**src/rtl/jlt_regs.vh**
```
`ifndef JLT_REGS_VH
`define JLT_REGS_VH

// control characters, as pre-coding octets
`define JLT_K28_0        8'h1c
`define JLT_K28_3        8'h7c
`define JLT_K28_4        8'h9c
`define JLT_K28_5        8'hbc
`define JLT_K28_7        8'hfc

// frame size limits
`define JLT_FK_MIN       18'h00011
`define JLT_FK_MAX       18'h00400
`define JLT_K_MAX        9'h100

// link states
`define JLT_ST_CGS       2'h0
`define JLT_ST_WAIT      2'h1
`define JLT_ST_ILAS      2'h2
`define JLT_ST_DATA      2'h3

// alignment sequence length in multiframes, minus one
`define JLT_ILAS_LAST    2'h3
// multiframe that carries the configuration
`define JLT_ILAS_CFG     2'h1

// scrambler seeds
`define JLT_SCR8_SEED    15'h7f80
`define JLT_SCR64_SEED   58'h3ff_ffff_ffff_ffff

// sync header values, bit 0 first
`define JLT_SH_ONE       2'h1
`define JLT_SH_ZERO      2'h2

// octets per 64b66b block, minus one
`define JLT_BLK_LAST     3'h7

// pin synchroniser depth
`define JLT_SYNC_DEPTH   3

`endif

```
**src/rtl/jlt_link_tx.v**
```verilog
// Overview of operation
// - in 8b10b mode each transport octet becomes one 10-bit line character via 8b10b coding
// - frames per multiframe K must lie within ceil(17/F) and min(256, floor(1024/F))
// - local multiframe clock spans F*K characters; sysref resets its phase
// - while sync is low every lane sends continuous K28.5 commas
// - after sync rises, wait for own multiframe edge before starting alignment sequence
// - alignment sequence is four multiframes, each opening K28.0 and closing K28.3
// - second alignment multiframe carries the link configuration octets at octets 2..6 of its frame 0, all five only when F is 7 or more
// - scrambler off: repeated frame-end octet sends K28.7, or K28.3 at multiframe end
// - scrambler on: frame-end 0xfc sends K28.7, multiframe-end 0x7c sends K28.3
// - 64b66b: pack eight octets, scramble the block, prepend a two-bit header
// - header at bits 0..1, octet n at bits 2+8n..9+8n up to 65
// - the 8b10b alignment sequence is never scrambled
// - scrambling is optional in 8b10b and always on in 64b66b
// - the two header bits are always complementary, 01 or 10
`timescale 1ns/1ns
`include "jlt_regs.vh"

module jlt_link_tx (
    input  wire        clock,             // device clock, one octet per edge
    input  wire        nrst,              // asynchronous reset, active low
    input  wire        sysref,            // sysref pin, asynchronous
    input  wire        sync_n,            // receiver sync request pin, active low
    input  wire        mode_64b66b,       // 1 selects 64b66b block coding
    input  wire        randomizer_enable, // 8b10b data scrambling enable
    input  wire [8:0]  cfg_f,             // octets per frame
    input  wire [8:0]  cfg_k,             // frames per multiframe
    input  wire [7:0]  cfg_lane_id,       // lane id sent in alignment sequence when F is 3 or more
    input  wire [7:0]  tx_octet,          // octet from transport layer
    input  wire        sh_bit,            // sync header stream bit for next block
    output wire        octet_ready,       // transport octet taken this edge
    output wire        cfg_error,         // frame size setting out of range
    output wire        lmfc_edge,         // last octet of a multiframe
    output reg  [1:0]  link_state,        // current link state
    output reg  [9:0]  tx_char,           // encoded character, bit 9 sent first
    output reg         char_valid,        // tx_char holds a character
    output reg  [0:65] tx_block,          // 66-bit block, bit 0 sent first
    output reg         block_valid        // one-cycle pulse per new block
);

    // pin synchronisers: sysref and sync_n
    reg  [`JLT_SYNC_DEPTH-1:0] pin_sr [0:1];
    reg  [1:0]                 pin_lvl;
    reg  [1:0]                 pin_lvl_d;
    wire [1:0]                 pin_raw = {sync_n, sysref};
    genvar gi;
    generate
        for (gi = 0; gi < 2; gi = gi + 1) begin : g_pin
            always @(posedge clock or negedge nrst) begin
                if (!nrst) begin
                    pin_sr[gi]    <= {`JLT_SYNC_DEPTH{1'b0}};
                    pin_lvl[gi]   <= 1'b0;
                    pin_lvl_d[gi] <= 1'b0;
                end else begin
                    pin_sr[gi] <= {pin_sr[gi][`JLT_SYNC_DEPTH-2:0], pin_raw[gi]};
                    if (pin_sr[gi][1] == pin_sr[gi][2])
                        pin_lvl[gi] <= pin_sr[gi][2];
                    pin_lvl_d[gi] <= pin_lvl[gi];
                end
            end
        end
    endgenerate

    wire sysref_evt = pin_lvl[0] & ~pin_lvl_d[0];
    wire sync_high  = pin_lvl[1];

    // frame size check
    wire [17:0] fk_prod = cfg_f * cfg_k;
    assign cfg_error = (cfg_f == 9'h000) || (fk_prod < `JLT_FK_MIN) ||
                       (fk_prod > `JLT_FK_MAX) || (cfg_k > `JLT_K_MAX);

    // ones count helpers
    function [2:0] ones6;
        input [5:0] v;
        begin
            ones6 = {2'h0, v[0]} + {2'h0, v[1]} + {2'h0, v[2]} +
                    {2'h0, v[3]} + {2'h0, v[4]} + {2'h0, v[5]};
        end
    endfunction

    function [2:0] ones4;
        input [3:0] v;
        begin
            ones4 = {2'h0, v[0]} + {2'h0, v[1]} + {2'h0, v[2]} + {2'h0, v[3]};
        end
    endfunction

    // 8b10b encode: returns {new disparity, abcdei, fghj}
    function [10:0] enc8b10b;
        input [7:0] v;
        input       k;
        input       rd;
        reg   [5:0] c6;
        reg   [3:0] c4;
        reg   [4:0] y;
        reg   [2:0] x;
        reg         rd6;
        reg         alt;
        begin
            y = v[4:0];
            x = v[7:5];
            case (y)
                5'd0:  c6 = 6'b100111;
                5'd1:  c6 = 6'b011101;
                5'd2:  c6 = 6'b101101;
                5'd3:  c6 = 6'b110001;
                5'd4:  c6 = 6'b110101;
                5'd5:  c6 = 6'b101001;
                5'd6:  c6 = 6'b011001;
                5'd7:  c6 = 6'b111000;
                5'd8:  c6 = 6'b111001;
                5'd9:  c6 = 6'b100101;
                5'd10: c6 = 6'b010101;
                5'd11: c6 = 6'b110100;
                5'd12: c6 = 6'b001101;
                5'd13: c6 = 6'b101100;
                5'd14: c6 = 6'b011100;
                5'd15: c6 = 6'b010111;
                5'd16: c6 = 6'b011011;
                5'd17: c6 = 6'b100011;
                5'd18: c6 = 6'b010011;
                5'd19: c6 = 6'b110010;
                5'd20: c6 = 6'b001011;
                5'd21: c6 = 6'b101010;
                5'd22: c6 = 6'b011010;
                5'd23: c6 = 6'b111010;
                5'd24: c6 = 6'b110011;
                5'd25: c6 = 6'b100110;
                5'd26: c6 = 6'b010110;
                5'd27: c6 = 6'b110110;
                5'd28: c6 = 6'b001110;
                5'd29: c6 = 6'b101110;
                5'd30: c6 = 6'b011110;
                default: c6 = 6'b101011;
            endcase
            if (k)
                c6 = 6'b001111;
            // positive disparity takes the complement of unbalanced codes
            if (rd && ((ones6(c6) != 3'd3) || (!k && y == 5'd7)))
                c6 = ~c6;
            rd6 = rd ^ (ones6(c6) != 3'd3);
            alt = (x == 3'd7) && (k || (!rd6 && (y == 5'd17 || y == 5'd18 ||
                  y == 5'd20)) || (rd6 && (y == 5'd11 || y == 5'd13 || y == 5'd14)));
            case (x)
                3'd0:    c4 = 4'b1011;
                3'd1:    c4 = 4'b1001;
                3'd2:    c4 = 4'b0101;
                3'd3:    c4 = 4'b1100;
                3'd4:    c4 = 4'b1101;
                3'd5:    c4 = 4'b1010;
                3'd6:    c4 = 4'b0110;
                default: c4 = alt ? 4'b0111 : 4'b1110;
            endcase
            if (rd6 && ((ones4(c4) != 3'd2) || x == 3'd3))
                c4 = ~c4;
            else if (k && !rd6 && ones4(c4) == 3'd2 && x != 3'd3)
                c4 = ~c4;
            enc8b10b = {rd6 ^ (ones4(c4) != 3'd2), c6, c4};
        end
    endfunction

    // 8b10b scrambler 1 + x^14 + x^15, msb first: returns {state, octet}
    function [22:0] scr8;
        input [7:0]  d;
        input [14:0] s;
        reg   [14:0] st;
        reg   [7:0]  o;
        integer      i;
        begin
            st = s;
            o  = 8'h00;
            for (i = 7; i >= 0; i = i - 1) begin
                o[i] = d[i] ^ st[13] ^ st[14];
                st   = {st[13:0], o[i]};
            end
            scr8 = {st, o};
        end
    endfunction

    // 64b66b scrambler 1 + x^39 + x^58: returns {state, block}
    function [121:0] scr64;
        input [63:0] d;
        input [57:0] s;
        reg   [57:0] st;
        reg   [63:0] o;
        integer      i;
        begin
            st = s;
            o  = 64'h0;
            for (i = 63; i >= 0; i = i - 1) begin
                o[i] = d[i] ^ st[38] ^ st[57];
                st   = {st[56:0], o[i]};
            end
            scr64 = {st, o};
        end
    endfunction

    // local multiframe clock counters
    reg  [8:0] oct_cnt;
    reg  [8:0] frm_cnt;
    wire       frame_last = (oct_cnt == cfg_f - 9'h001);
    assign     lmfc_edge  = frame_last && (frm_cnt == cfg_k - 9'h001);

    always @(posedge clock or negedge nrst) begin
        if (!nrst) begin
            oct_cnt <= 9'h000;
            frm_cnt <= 9'h000;
        end else if (sysref_evt) begin
            oct_cnt <= 9'h000;
            frm_cnt <= 9'h000;
        end else if (frame_last) begin
            oct_cnt <= 9'h000;
            frm_cnt <= lmfc_edge ? 9'h000 : frm_cnt + 9'h001;
        end else begin
            oct_cnt <= oct_cnt + 9'h001;
        end
    end

    // link state machine
    reg  [1:0] ilas_mf;
    reg  [1:0] next_state;
    always @* begin
        next_state = link_state;
        case (link_state)
            `JLT_ST_CGS:  if (sync_high && !cfg_error) next_state = `JLT_ST_WAIT;
            `JLT_ST_WAIT: if (lmfc_edge) next_state = `JLT_ST_ILAS;
            `JLT_ST_ILAS: if (lmfc_edge && ilas_mf == `JLT_ILAS_LAST)
                              next_state = `JLT_ST_DATA;
            `JLT_ST_DATA: next_state = `JLT_ST_DATA;
            default:      next_state = `JLT_ST_CGS;
        endcase
        if (!sync_high || cfg_error || mode_64b66b)
            next_state = `JLT_ST_CGS;
    end

    always @(posedge clock or negedge nrst) begin
        if (!nrst) begin
            link_state <= `JLT_ST_CGS;
            ilas_mf    <= 2'h0;
        end else begin
            link_state <= next_state;
            if (link_state != `JLT_ST_ILAS)
                ilas_mf <= 2'h0;
            else if (lmfc_edge)
                ilas_mf <= ilas_mf + 2'h1;
        end
    end

    // configuration octets of the second alignment multiframe
    wire [7:0] cfg_f_m1 = cfg_f[7:0] - 8'h01;
    wire [7:0] cfg_k_m1 = cfg_k[7:0] - 8'h01;
    wire [7:0] cfg_sum  = cfg_lane_id + {randomizer_enable, 7'h00} + cfg_f_m1 + cfg_k_m1;
    reg  [7:0] ilas_oct;
    reg        ilas_k;
    always @* begin
        ilas_k   = 1'b0;
        ilas_oct = oct_cnt[7:0];
        if (oct_cnt == 9'h000 && frm_cnt == 9'h000) begin
            ilas_k   = 1'b1;
            ilas_oct = `JLT_K28_0;
        end else if (lmfc_edge) begin
            ilas_k   = 1'b1;
            ilas_oct = `JLT_K28_3;
        end else if (ilas_mf == `JLT_ILAS_CFG && frm_cnt == 9'h000) begin
            case (oct_cnt)
                9'h001:  begin ilas_k = 1'b1; ilas_oct = `JLT_K28_4; end
                9'h002:  ilas_oct = cfg_lane_id;
                9'h003:  ilas_oct = {randomizer_enable, 7'h00};
                9'h004:  ilas_oct = cfg_f_m1;
                9'h005:  ilas_oct = cfg_k_m1;
                9'h006:  ilas_oct = cfg_sum;
                default: ilas_oct = 8'h00;
            endcase
        end
    end

    // data path: scrambling and alignment character insertion
    reg  [14:0] scr8_st;
    reg  [7:0]  prev_last;
    wire [22:0] scr8_out = scr8(tx_octet, scr8_st);
    wire [7:0]  data_oct = randomizer_enable ? scr8_out[7:0] : tx_octet;
    reg  [7:0]  data_sym;
    reg         data_k;
    always @* begin
        data_sym = data_oct;
        data_k   = 1'b0;
        if (randomizer_enable) begin
            if (lmfc_edge && data_oct == `JLT_K28_3) begin
                data_k = 1'b1;
            end else if (frame_last && data_oct == `JLT_K28_7) begin
                data_k = 1'b1;
            end
        end else if (frame_last && data_oct == prev_last) begin
            data_k   = 1'b1;
            data_sym = lmfc_edge ? `JLT_K28_3 : `JLT_K28_7;
        end
    end

    wire in_data    = (link_state == `JLT_ST_DATA);
    assign octet_ready = mode_64b66b || in_data;

    // choose the character for this edge
    reg  [7:0] sym;
    reg        sym_k;
    always @* begin
        case (link_state)
            `JLT_ST_ILAS: begin sym = ilas_oct; sym_k = ilas_k; end
            `JLT_ST_DATA: begin sym = data_sym; sym_k = data_k; end
            default:      begin sym = `JLT_K28_5; sym_k = 1'b1; end
        endcase
    end

    reg         rd;
    wire [10:0] enc = enc8b10b(sym, sym_k, rd);
    always @(posedge clock or negedge nrst) begin
        if (!nrst) begin
            rd         <= 1'b0;
            tx_char    <= 10'h000;
            char_valid <= 1'b0;
            scr8_st    <= `JLT_SCR8_SEED;
            prev_last  <= 8'h00;
        end else if (mode_64b66b) begin
            char_valid <= 1'b0;
        end else begin
            rd         <= enc[10];
            tx_char    <= enc[9:0];
            char_valid <= 1'b1;
            if (in_data && randomizer_enable)
                scr8_st <= scr8_out[22:8];
            if (in_data && frame_last)
                prev_last <= data_oct;
        end
    end

    // 64b66b block assembly
    reg  [2:0]   blk_cnt;
    reg  [55:0]  blk_acc;
    reg  [57:0]  scr64_st;
    wire [121:0] scr64_out = scr64({blk_acc, tx_octet}, scr64_st);
    always @(posedge clock or negedge nrst) begin
        if (!nrst) begin
            blk_cnt     <= 3'h0;
            blk_acc     <= 56'h0;
            scr64_st    <= `JLT_SCR64_SEED;
            tx_block    <= 66'h0;
            block_valid <= 1'b0;
        end else begin
            block_valid <= 1'b0;
            if (!mode_64b66b || sysref_evt) begin
                blk_cnt <= 3'h0;
            end else if (blk_cnt == `JLT_BLK_LAST) begin
                blk_cnt          <= 3'h0;
                scr64_st         <= scr64_out[121:64];
                tx_block[0:1]    <= sh_bit ? `JLT_SH_ONE : `JLT_SH_ZERO;
                tx_block[2:65]   <= scr64_out[63:0];
                block_valid      <= 1'b1;
            end else begin
                blk_cnt <= blk_cnt + 3'h1;
                blk_acc <= {blk_acc[47:0], tx_octet};
            end
        end
    end

endmodule

```
**config.mk**
```make
export PLATFORM = sky130hd
export DESIGN_NAME = jlt_link_tx
export DESIGN_NICKNAME = d
export VERILOG_FILES = /design/src/rtl/jlt_link_tx.v
export VERILOG_INCLUDE_DIRS = /design/src /design/src/rtl
export SDC_FILE = /design/constraint.sdc
export NUM_CORES = 1
export LEC_CHECK = 0
export BUFFER_PORTS_ARGS = -buffer_cell sky130_fd_sc_hd__buf_2
export CORE_UTILIZATION = 27
export CTS_CLUSTER_DIAMETER = 30
export DETAILED_ROUTE_END_ITERATION = 12
export SYNTH_ARGS = -nofsm -noshare
export SYNTH_HDL_FRONTEND = slang
export SYNTH_SLANG_ARGS = --single-unit
```
**constraint.sdc**
```tcl
create_clock -name clock -period 13.7 [get_ports clock]
set_input_delay 1.37 -clock clock [delete_from_list [all_inputs] [get_ports clock]]
set_output_delay 1.37 -clock clock [all_outputs]
set_load 0.005 [all_outputs]
```
=== Word level (Yosys, flattened, before mapping) ===
Memories as Yosys holds them, arrays and structs flattened.
Cells that the tools add are included.

* Register bits: 250
* ROM bits: 192
* Input port bits: 41
* Output and inout port bits: 83
* Word-level logic and storage cells: 340
* Memories: 1

{| class="wikitable"
|+ Memories
! memory !! depth !! width !! rd ports !! clocked after memory_dff !! write ports !! line !! source
|-
| (name not given) || 32 || 6 || 1 || 0 || 0 || jlt_link_tx.v:102 || <nowiki>case (y)</nowiki>
|}

* Add/sub/neg operators: 27
* Multiply operators: 1
* Magnitude comparators: 3
* Eq/ne operators: 43
* Muxes and demuxes: 42
* Bitwise operators: 153
* Reductions and logical operators: 51

{| class="wikitable"
|+ Operators with widths
! kind !! count
|-
| 1-bit bitwise XOR || 146
|-
| 8-bit two-way mux || 7
|-
| 8-bit case mux with 6 select lines || 1
|-
| 9-bit two-way mux || 5
|-
| 4-bit case mux with 7 select lines || 1
|-
| 9-bit by 3-bit equality test with 1-bit output, second input constant || 3
|-
| 9-bit zero test || 3
|-
| 3-bit by 1-bit adder with 3-bit output || 8
|-
| 8-bit adder || 3
|-
| 1-bit logical AND || 19
|-
| 9-bit by 1-bit adder with 9-bit output, second input constant || 2
|-
| 9-bit by 2-bit equality test with 1-bit output, second input constant || 2
|-
| 9-bit equality test || 2
|-
| 18-bit by 11-bit greater-than comparator with 1-bit output, second input constant || 1
|-
| 18-bit by 5-bit < comparator with 1-bit output, second input constant || 1
|-
| 9-bit by 9-bit multiplier with 18-bit output || 1
|-
| 9-bit by 1-bit subtractor with 9-bit output, second input constant || 2
|-
| 8-bit case mux with 2 select lines || 1
|-
| 8-bit by 1-bit subtractor with 8-bit output, second input constant || 2
|-
| 3-bit equality test, second input constant || 5
|-
| 5-bit by 4-bit equality test with 1-bit output, second input constant || 3
|-
| 5-bit equality test, second input constant || 3
|-
| 1-bit logical OR || 15
|-
| 3-bit by 2-bit != test with 1-bit output, second input constant || 5
|-
| other kinds (34) || 79
|}

=== Longest topological paths before layout ===
* Depth in word-level cells: 46
* Gate-level depth with buffers: 61

=== Worst setup path before layout ===
OpenSTA, ideal clock, no wires.

* Path type: input -> register
* Start point: input cfg_k[0]
* End point: register rd
* Data arrival time: 13.102 ns
* Setup slack: 0.462 ns
* Cell stages on the path: 56
* Cells stage by stage: clkbuf_1 inv_1 ha_1 xnor2_1 fa_1 inv_1 ha_1 ha_1 fa_1 a21boi_0 o221ai_1 a32o_1 nor3_4 nor2_2 maj3_1 a221oi_2 a21o_1 inv_1 [... 20 more ...] nor4_1 o2111ai_1 and2_1 fa_1 inv_1 ha_1 ha_1 nand2_1 nor3_1 a211o_1 buf_6 xnor2_1 ha_1 or3_1 ha_1 nor3b_1 xnor2_1 o21ai_0

* Elaborated cells between the ends (all ways): 86
* Classes of those cells: add/sub: 19; eq/ne: 21; mux: 19; bitwise: 4; reduce/logical: 22; memory: 1

{| class="wikitable"
|+ RTL lines
! element !! line !! source
|-
| from (decl) || jlt_link_tx.v:27 || <nowiki>input wire [8:0] cfg_k,</nowiki>
|-
| 8-bit by 1-bit subtractor with 8-bit output || jlt_link_tx.v:251 || <nowiki>wire [7:0] cfg_k_m1 = cfg_k[7:0] - 8'h01;</nowiki>
|-
| 8-bit adder || jlt_link_tx.v:252 || <nowiki>wire [7:0] cfg_sum = cfg_lane_id + {randomizer_enable, 7'h00} + cfg_f_m1 + cfg_k_m1;</nowiki>
|-
| 8-bit case mux with 6 select lines || jlt_link_tx.v:265 || <nowiki>case (oct_cnt)</nowiki>
|-
| 8-bit two-way mux || jlt_link_tx.v:264 || <nowiki>end else if (ilas_mf == `JLT_ILAS_CFG && frm_cnt == 9'h000) begin</nowiki>
|-
| 8-bit two-way mux || jlt_link_tx.v:261 || <nowiki>end else if (lmfc_edge) begin</nowiki>
|-
| 8-bit two-way mux || jlt_link_tx.v:258 || <nowiki>if (oct_cnt == 9'h000 && frm_cnt == 9'h000) begin</nowiki>
|-
| 8-bit case mux with 2 select lines || jlt_link_tx.v:306 || <nowiki>case (link_state)</nowiki>
|-
| memory 32 x 6 bit || n/a ||
|-
| [... 10 more ...] || n/a ||
|-
| named net enc[7] || jlt_link_tx.v:314 || <nowiki>wire [10:0] enc = enc8b10b(sym, sym_k, rd);</nowiki>
|-
| [... 15 more ...] || n/a ||
|-
| 3-bit by 2-bit equality test with 1-bit output || jlt_link_tx.v:156 || <nowiki>else if (k && !rd6 && ones4(c4) == 3'd2 && x != 3'd3)</nowiki>
|-
| 1-bit logical AND (2 in a row) || jlt_link_tx.v:156 ||
|-
| 4-bit two-way mux || jlt_link_tx.v:156 ||
|-
| 4-bit two-way mux * || jlt_link_tx.v:154 || <nowiki>if (rd6 && ((ones4(c4) != 3'd2) || x == 3'd3))</nowiki>
|-
| named net enc[3] || jlt_link_tx.v:314 ||
|-
| 3-bit by 1-bit adder with 3-bit output * || jlt_link_tx.v:84 || <nowiki>ones4 = {2'h0, v[0]} + {2'h0, v[1]} + {2'h0, v[2]} + {2'h0, v[3]};</nowiki>
|-
| 3-bit by 2-bit != test with 1-bit output * || jlt_link_tx.v:158 || <nowiki>enc8b10b = {rd6 ^ (ones4(c4) != 3'd2), c6, c4};</nowiki>
|-
| 1-bit bitwise XOR * || jlt_link_tx.v:158 ||
|-
| to (signal assigned) || jlt_link_tx.v:325 || <nowiki>rd <= enc[10];</nowiki>
|-
| to (decl) || jlt_link_tx.v:313 || <nowiki>reg rd;</nowiki>
|}

Mark *: on every way through the listed nets, which the timed path passes. The rest lies on a longest branch.
A chain may end at the register's enable or synchronous reset.

=== Final worst setup path ===
* Start point: input cfg_f[1]
* End point: register rd

* Elaborated cells between the ends (all ways): 91
* Classes of those cells: add/sub: 20; eq/ne: 21; mux: 21; bitwise: 4; reduce/logical: 24; memory: 1

{| class="wikitable"
|+ RTL lines
! element !! line !! source
|-
| from (decl) || jlt_link_tx.v:26 || <nowiki>input wire [8:0] cfg_f,</nowiki>
|-
| 8-bit by 1-bit subtractor with 8-bit output || jlt_link_tx.v:250 || <nowiki>wire [7:0] cfg_f_m1 = cfg_f[7:0] - 8'h01;</nowiki>
|-
| 8-bit adder (2 in a row) || jlt_link_tx.v:252 ||
|-
| 8-bit case mux with 6 select lines || jlt_link_tx.v:265 ||
|-
| 8-bit two-way mux || jlt_link_tx.v:264 ||
|-
| 8-bit two-way mux || jlt_link_tx.v:261 ||
|-
| 8-bit two-way mux || jlt_link_tx.v:258 ||
|-
| 8-bit case mux with 2 select lines || jlt_link_tx.v:306 ||
|-
| memory 32 x 6 bit || n/a ||
|-
| [... 10 more ...] || n/a ||
|-
| named net enc[7] || jlt_link_tx.v:314 ||
|-
| [... 15 more ...] || n/a ||
|-
| 3-bit by 2-bit equality test with 1-bit output || jlt_link_tx.v:156 ||
|-
| 1-bit logical AND (2 in a row) || jlt_link_tx.v:156 ||
|-
| 4-bit two-way mux || jlt_link_tx.v:156 ||
|-
| 4-bit two-way mux * || jlt_link_tx.v:154 ||
|-
| named net enc[3] || jlt_link_tx.v:314 ||
|-
| 3-bit by 1-bit adder with 3-bit output * || jlt_link_tx.v:84 ||
|-
| 3-bit by 2-bit != test with 1-bit output * || jlt_link_tx.v:158 ||
|-
| 1-bit bitwise XOR * || jlt_link_tx.v:158 ||
|}

Marked as above.

==> results by group <==
Status
  – Status: completed

Cells and area
  – Commonest non-fill, non-tap cell in the layout: nand2_1
  – Synthesis-to-finish area growth: 20.8%
  – Most frequent cells in the layout: nand2_1 (304), dfrtp_1 (184), xnor2_1 (130)
  – Layout cells sized above 1: about 22%
  – Final net count: 2015

Synthesis
  – Dominant synthesized flop cell: dfrtp_1
  – Syn Area/Cell: approximately 9.8 µm²
  – Post-Synth Adder-Cell Area: between 10% and 20%
  – XOR/XNOR share of the synthesized area: 12.4%
  – Synth unique cells: 94
  – Synthesized cell area: roughly 0.017 mm²
  – EDFF count, synth: 0
  – Synth Warn #: 0
  – Largest family of logic cells by synthesized area: simple AND/OR/NAND/NOR gates
  – Share of async-settable or async-resettable flops after synthesis: 100%
  – Mux contribution to synthesized area: 4.93%
  – Syn Nets: around 1.9k
  – Post-synthesis cell count: ~1.7k
  – Seq/Total Area, Yosys: 37.9%
  – Synth Register Bits: 250
  – Area fraction in compound gates after synthesis: approximately a tenth
  – Post-Synth Simple-Gate Area: approximately 16%

Timing
  – Worst Clk Skew: approximately 0.032 ns
  – Final min period: approximately 13 ns
  – Slew Viols, Final: 0
  – Total Neg Setup Slack: 0 ns
  – Relative slew slack: between 20% and 30%
  – Slew @ Worst Pin: 1.14 ns
  – Maximum operating frequency: 0.0764 GHz
  – Worst Slack Setup Final: about 0.6 ns
  – Final setup viols: 0
  – Tcrit/Tclk final: 95.6%
  – Worst hold slack: 0.348 ns
  – Hold Fails Final Rpt: 0

Floorplan
  – Chip width: about 250 µm
  – Core area: about 0.06 mm²
  – Initial Utilization: 27.5%
  – IO Count: ~120
  – Die Area: ~0.063 mm²
  – DIE HEIGHT: about 250 µm
  – Site Rows: 90

Setup path
  – Reg2Reg Depth: 50
  – CP Max Fanout: 10
  – CP arrival: ~14 ns
  – Critical Path End Type: flop
  – R2r setup slk: 1.25 ns
  – Most common cell on crit path: ha_1
  – Worst Setup Path Type: in2reg
  – CP max stage delay: between 0.5 and 0.6 ns
  – R2R Path Start: frm_cnt[2]
  – Startpoint types: input port
  – Top cell family by delay on the critical path: adder cells
  – Crit-path slowest cell: fa_1
  – RR Endpoint: rd
  – CP required: between 10 and 15 ns
  – CP Buf/Inv Count: 10

Clock tree
  – Total CTS buffers: 51
  – Root buffer cell: clkbuf_16
  – Sink Count: 250
  – Bufs on Longest Clock Path: 3
  – CTS tree: done
  – Hold_buf cts: 0
  – Reg clk slew, reported paths: 0.04 ns
  – Htree depth: 2
  – Clk Latency, worst-skew pair: between 0.5 and 0.6 ns

Detailed routing
  – Routed WL: between 40000 and 50000 µm
  – DR DRC count: 0
  – Initial DRC Count: around 860
  – Via-to-Cell Ratio: 4.70
  – WL/cell: 17.5 µm
  – Post-route ant nets: 0
  – Vias: about 13k
  – Drt first pass iters: 5

Power and ir drop
  – Leak: between 9 and 10 nW
  – Cell Pwr Density: ~170 mW/mm²
  – Peak VDD IR: between 0.0001 and 0.00015 V

Global route
  – Global-route wire length before repair: between 70000 and 80000 µm
  – GRT Total Usage: ~15%
  – Grt total ovfl: 0
  – Number of global-route vias before repair: around 13k
  – Largest net degree at the start of global routing: 100
  – Initial antenna violation count: 10

Placed design
  – RePlAce Congestion: 0.902
  – HPWL after DPL: ~35000 µm
  – Port buffer count: about 120
  – Worst slack, placed: roughly 0.13 ns

Flow run
  – Max cap viols: 0

Worst hold path
  – Hold path endpoint: pin_sr[1]
  – Worst Hold Launch: pin_sr[0]
  – Min-Delay Path Depth: 0
  – Type of the most critical hold path: reg2reg
cells in the mapped netlist, types with 49 or more instances:
master	n	area (µm²)
nor2_1	84	315
nand2_1	304	1140
dfrtp_1	184	4600
inv_1	126	473
o21ai_0	49	245
ha_1	79	988
a21o_1	59	443
dfstp_2	66	1730
fa_1	64	1280
xor2_1	68	596
mux2_2	67	754
xnor2_1	132	1160
clkbuf_1	66	248
worst max-delay path by stage:
stage                   from  end  slack, ns  depth (start not counted)
finish              cfg_f[1]   rd       0.60                         56
global route        cfg_f[1]   rd     -0.004                         57
CTS                 cfg_k[1]   rd       0.66                         56
detailed placement  cfg_k[1]   rd       0.13                         56
global placement    cfg_f[1]   rd       0.36                         59
floorplan           cfg_k[0]   rd       0.46                         56
what timing repair did:
action                                  in CTS  in global routing
endpoints found under the setup margin       0                  1
setup buffers                                0                  2
hold endpoints to repair                     0                  0
resized for setup                            0                  5
sequential cells by signal, indices dropped and copies added, names as in the netlist:
register	count
blk_acc	56
blk_cnt	3
block_valid	1
char_valid	1
frm_cnt	9
ilas_mf	2
link_state	2
oct_cnt	9
pin_lvl	1
pin_lvl_d	1
pin_sr	6
prev_last	8
rd	1
scr64_st	58
scr8_st	15
sync_high	1
tx_block	66
tx_char	10
worst reg2reg max path, delay by kind of cell, from the launching register on:
| family | cells | cell delay (ns) |
|---|---|---|
| XOR/XNOR | 4 | 0.70 |
| flip-flops | 1 | 0.46 |
| adder cells (fa/ha/maj) | 15 | 5.18 |
| buffers and inverters | 8 | 0.53 |
| AND/OR/NAND/NOR | 12 | 3.00 |
| AO/OA/AOI/OAI | 11 | 2.42 |
final cells by class:
| cell class | instances | area, µm² |
|---|---|---|
| Multi-Input combinational cell | 1250 | 9610 |
| Clock inverter | 38 | 623 |
| Antenna cell | 1 | 2.50 |
| Sequential cell | 250 | 6340 |
| Timing Repair Buffer | 149 | 821 |
| Inverter | 129 | 487 |
| Tap cell | 782 | 978 |
| Clock buffer | 58 | 1350 |
| Fill cell | 6175 | 40600 |
routing by layer:
| layer | up-vias | wire length (µm) | global-route usage, % |
|---|---|---|---|
| li1 | 5935 | - | - |
| met1 | 6268 | 21300 | 19.6 |
| met2 | 210 | 22000 | 24.2 |
| met3 | 76 | 2000 | 2.68 |
| met4 | 12 | 1030 | 4.29 |
| met5 | - | 82 | 0 |
power breakdown:
part	internal [mW]	leakage [nW]	switching [mW]	total (mW)
combinational	0.492	5.95	0.563	1.06
sequential	0.842	3.07	0.117	0.959
clock	0.979	0.956	0.433	1.41
cell families (layout without fill, tap and decap cells):
family                     Yosys count  after routing
AOI/OAI and AO/OA                  253            253
muxes                               74             74
adders and majority gates          146            146
buffers and inverters              213            374
DFF                                250            250
and+or+nand+nor                    563            563
other                                0              1
xor gates and xnor gates           214            214
metrics by stage:
| step | utilization, % | area, µm² | cells | total power, mW |
|---|---|---|---|---|
| 3_3_place_gp | 29.9 | 18200 | 2558 | 1.99 |
| 3_5_place_dp | 29.9 | 18200 | 2558 | 2.02 |
| 5_1_grt | 33.2 | 20200 | 2657 | 3.62 |
| 4_1_cts | 33.1 | 20200 | 2654 | 3.45 |
| 6_report | 33.2 | 20200 | 2657 | 3.43 |
| 2_1_floorplan | - | 16700 | 1713 | 1.72 |
Note: power is estimated with default switching activity, not from simulation.
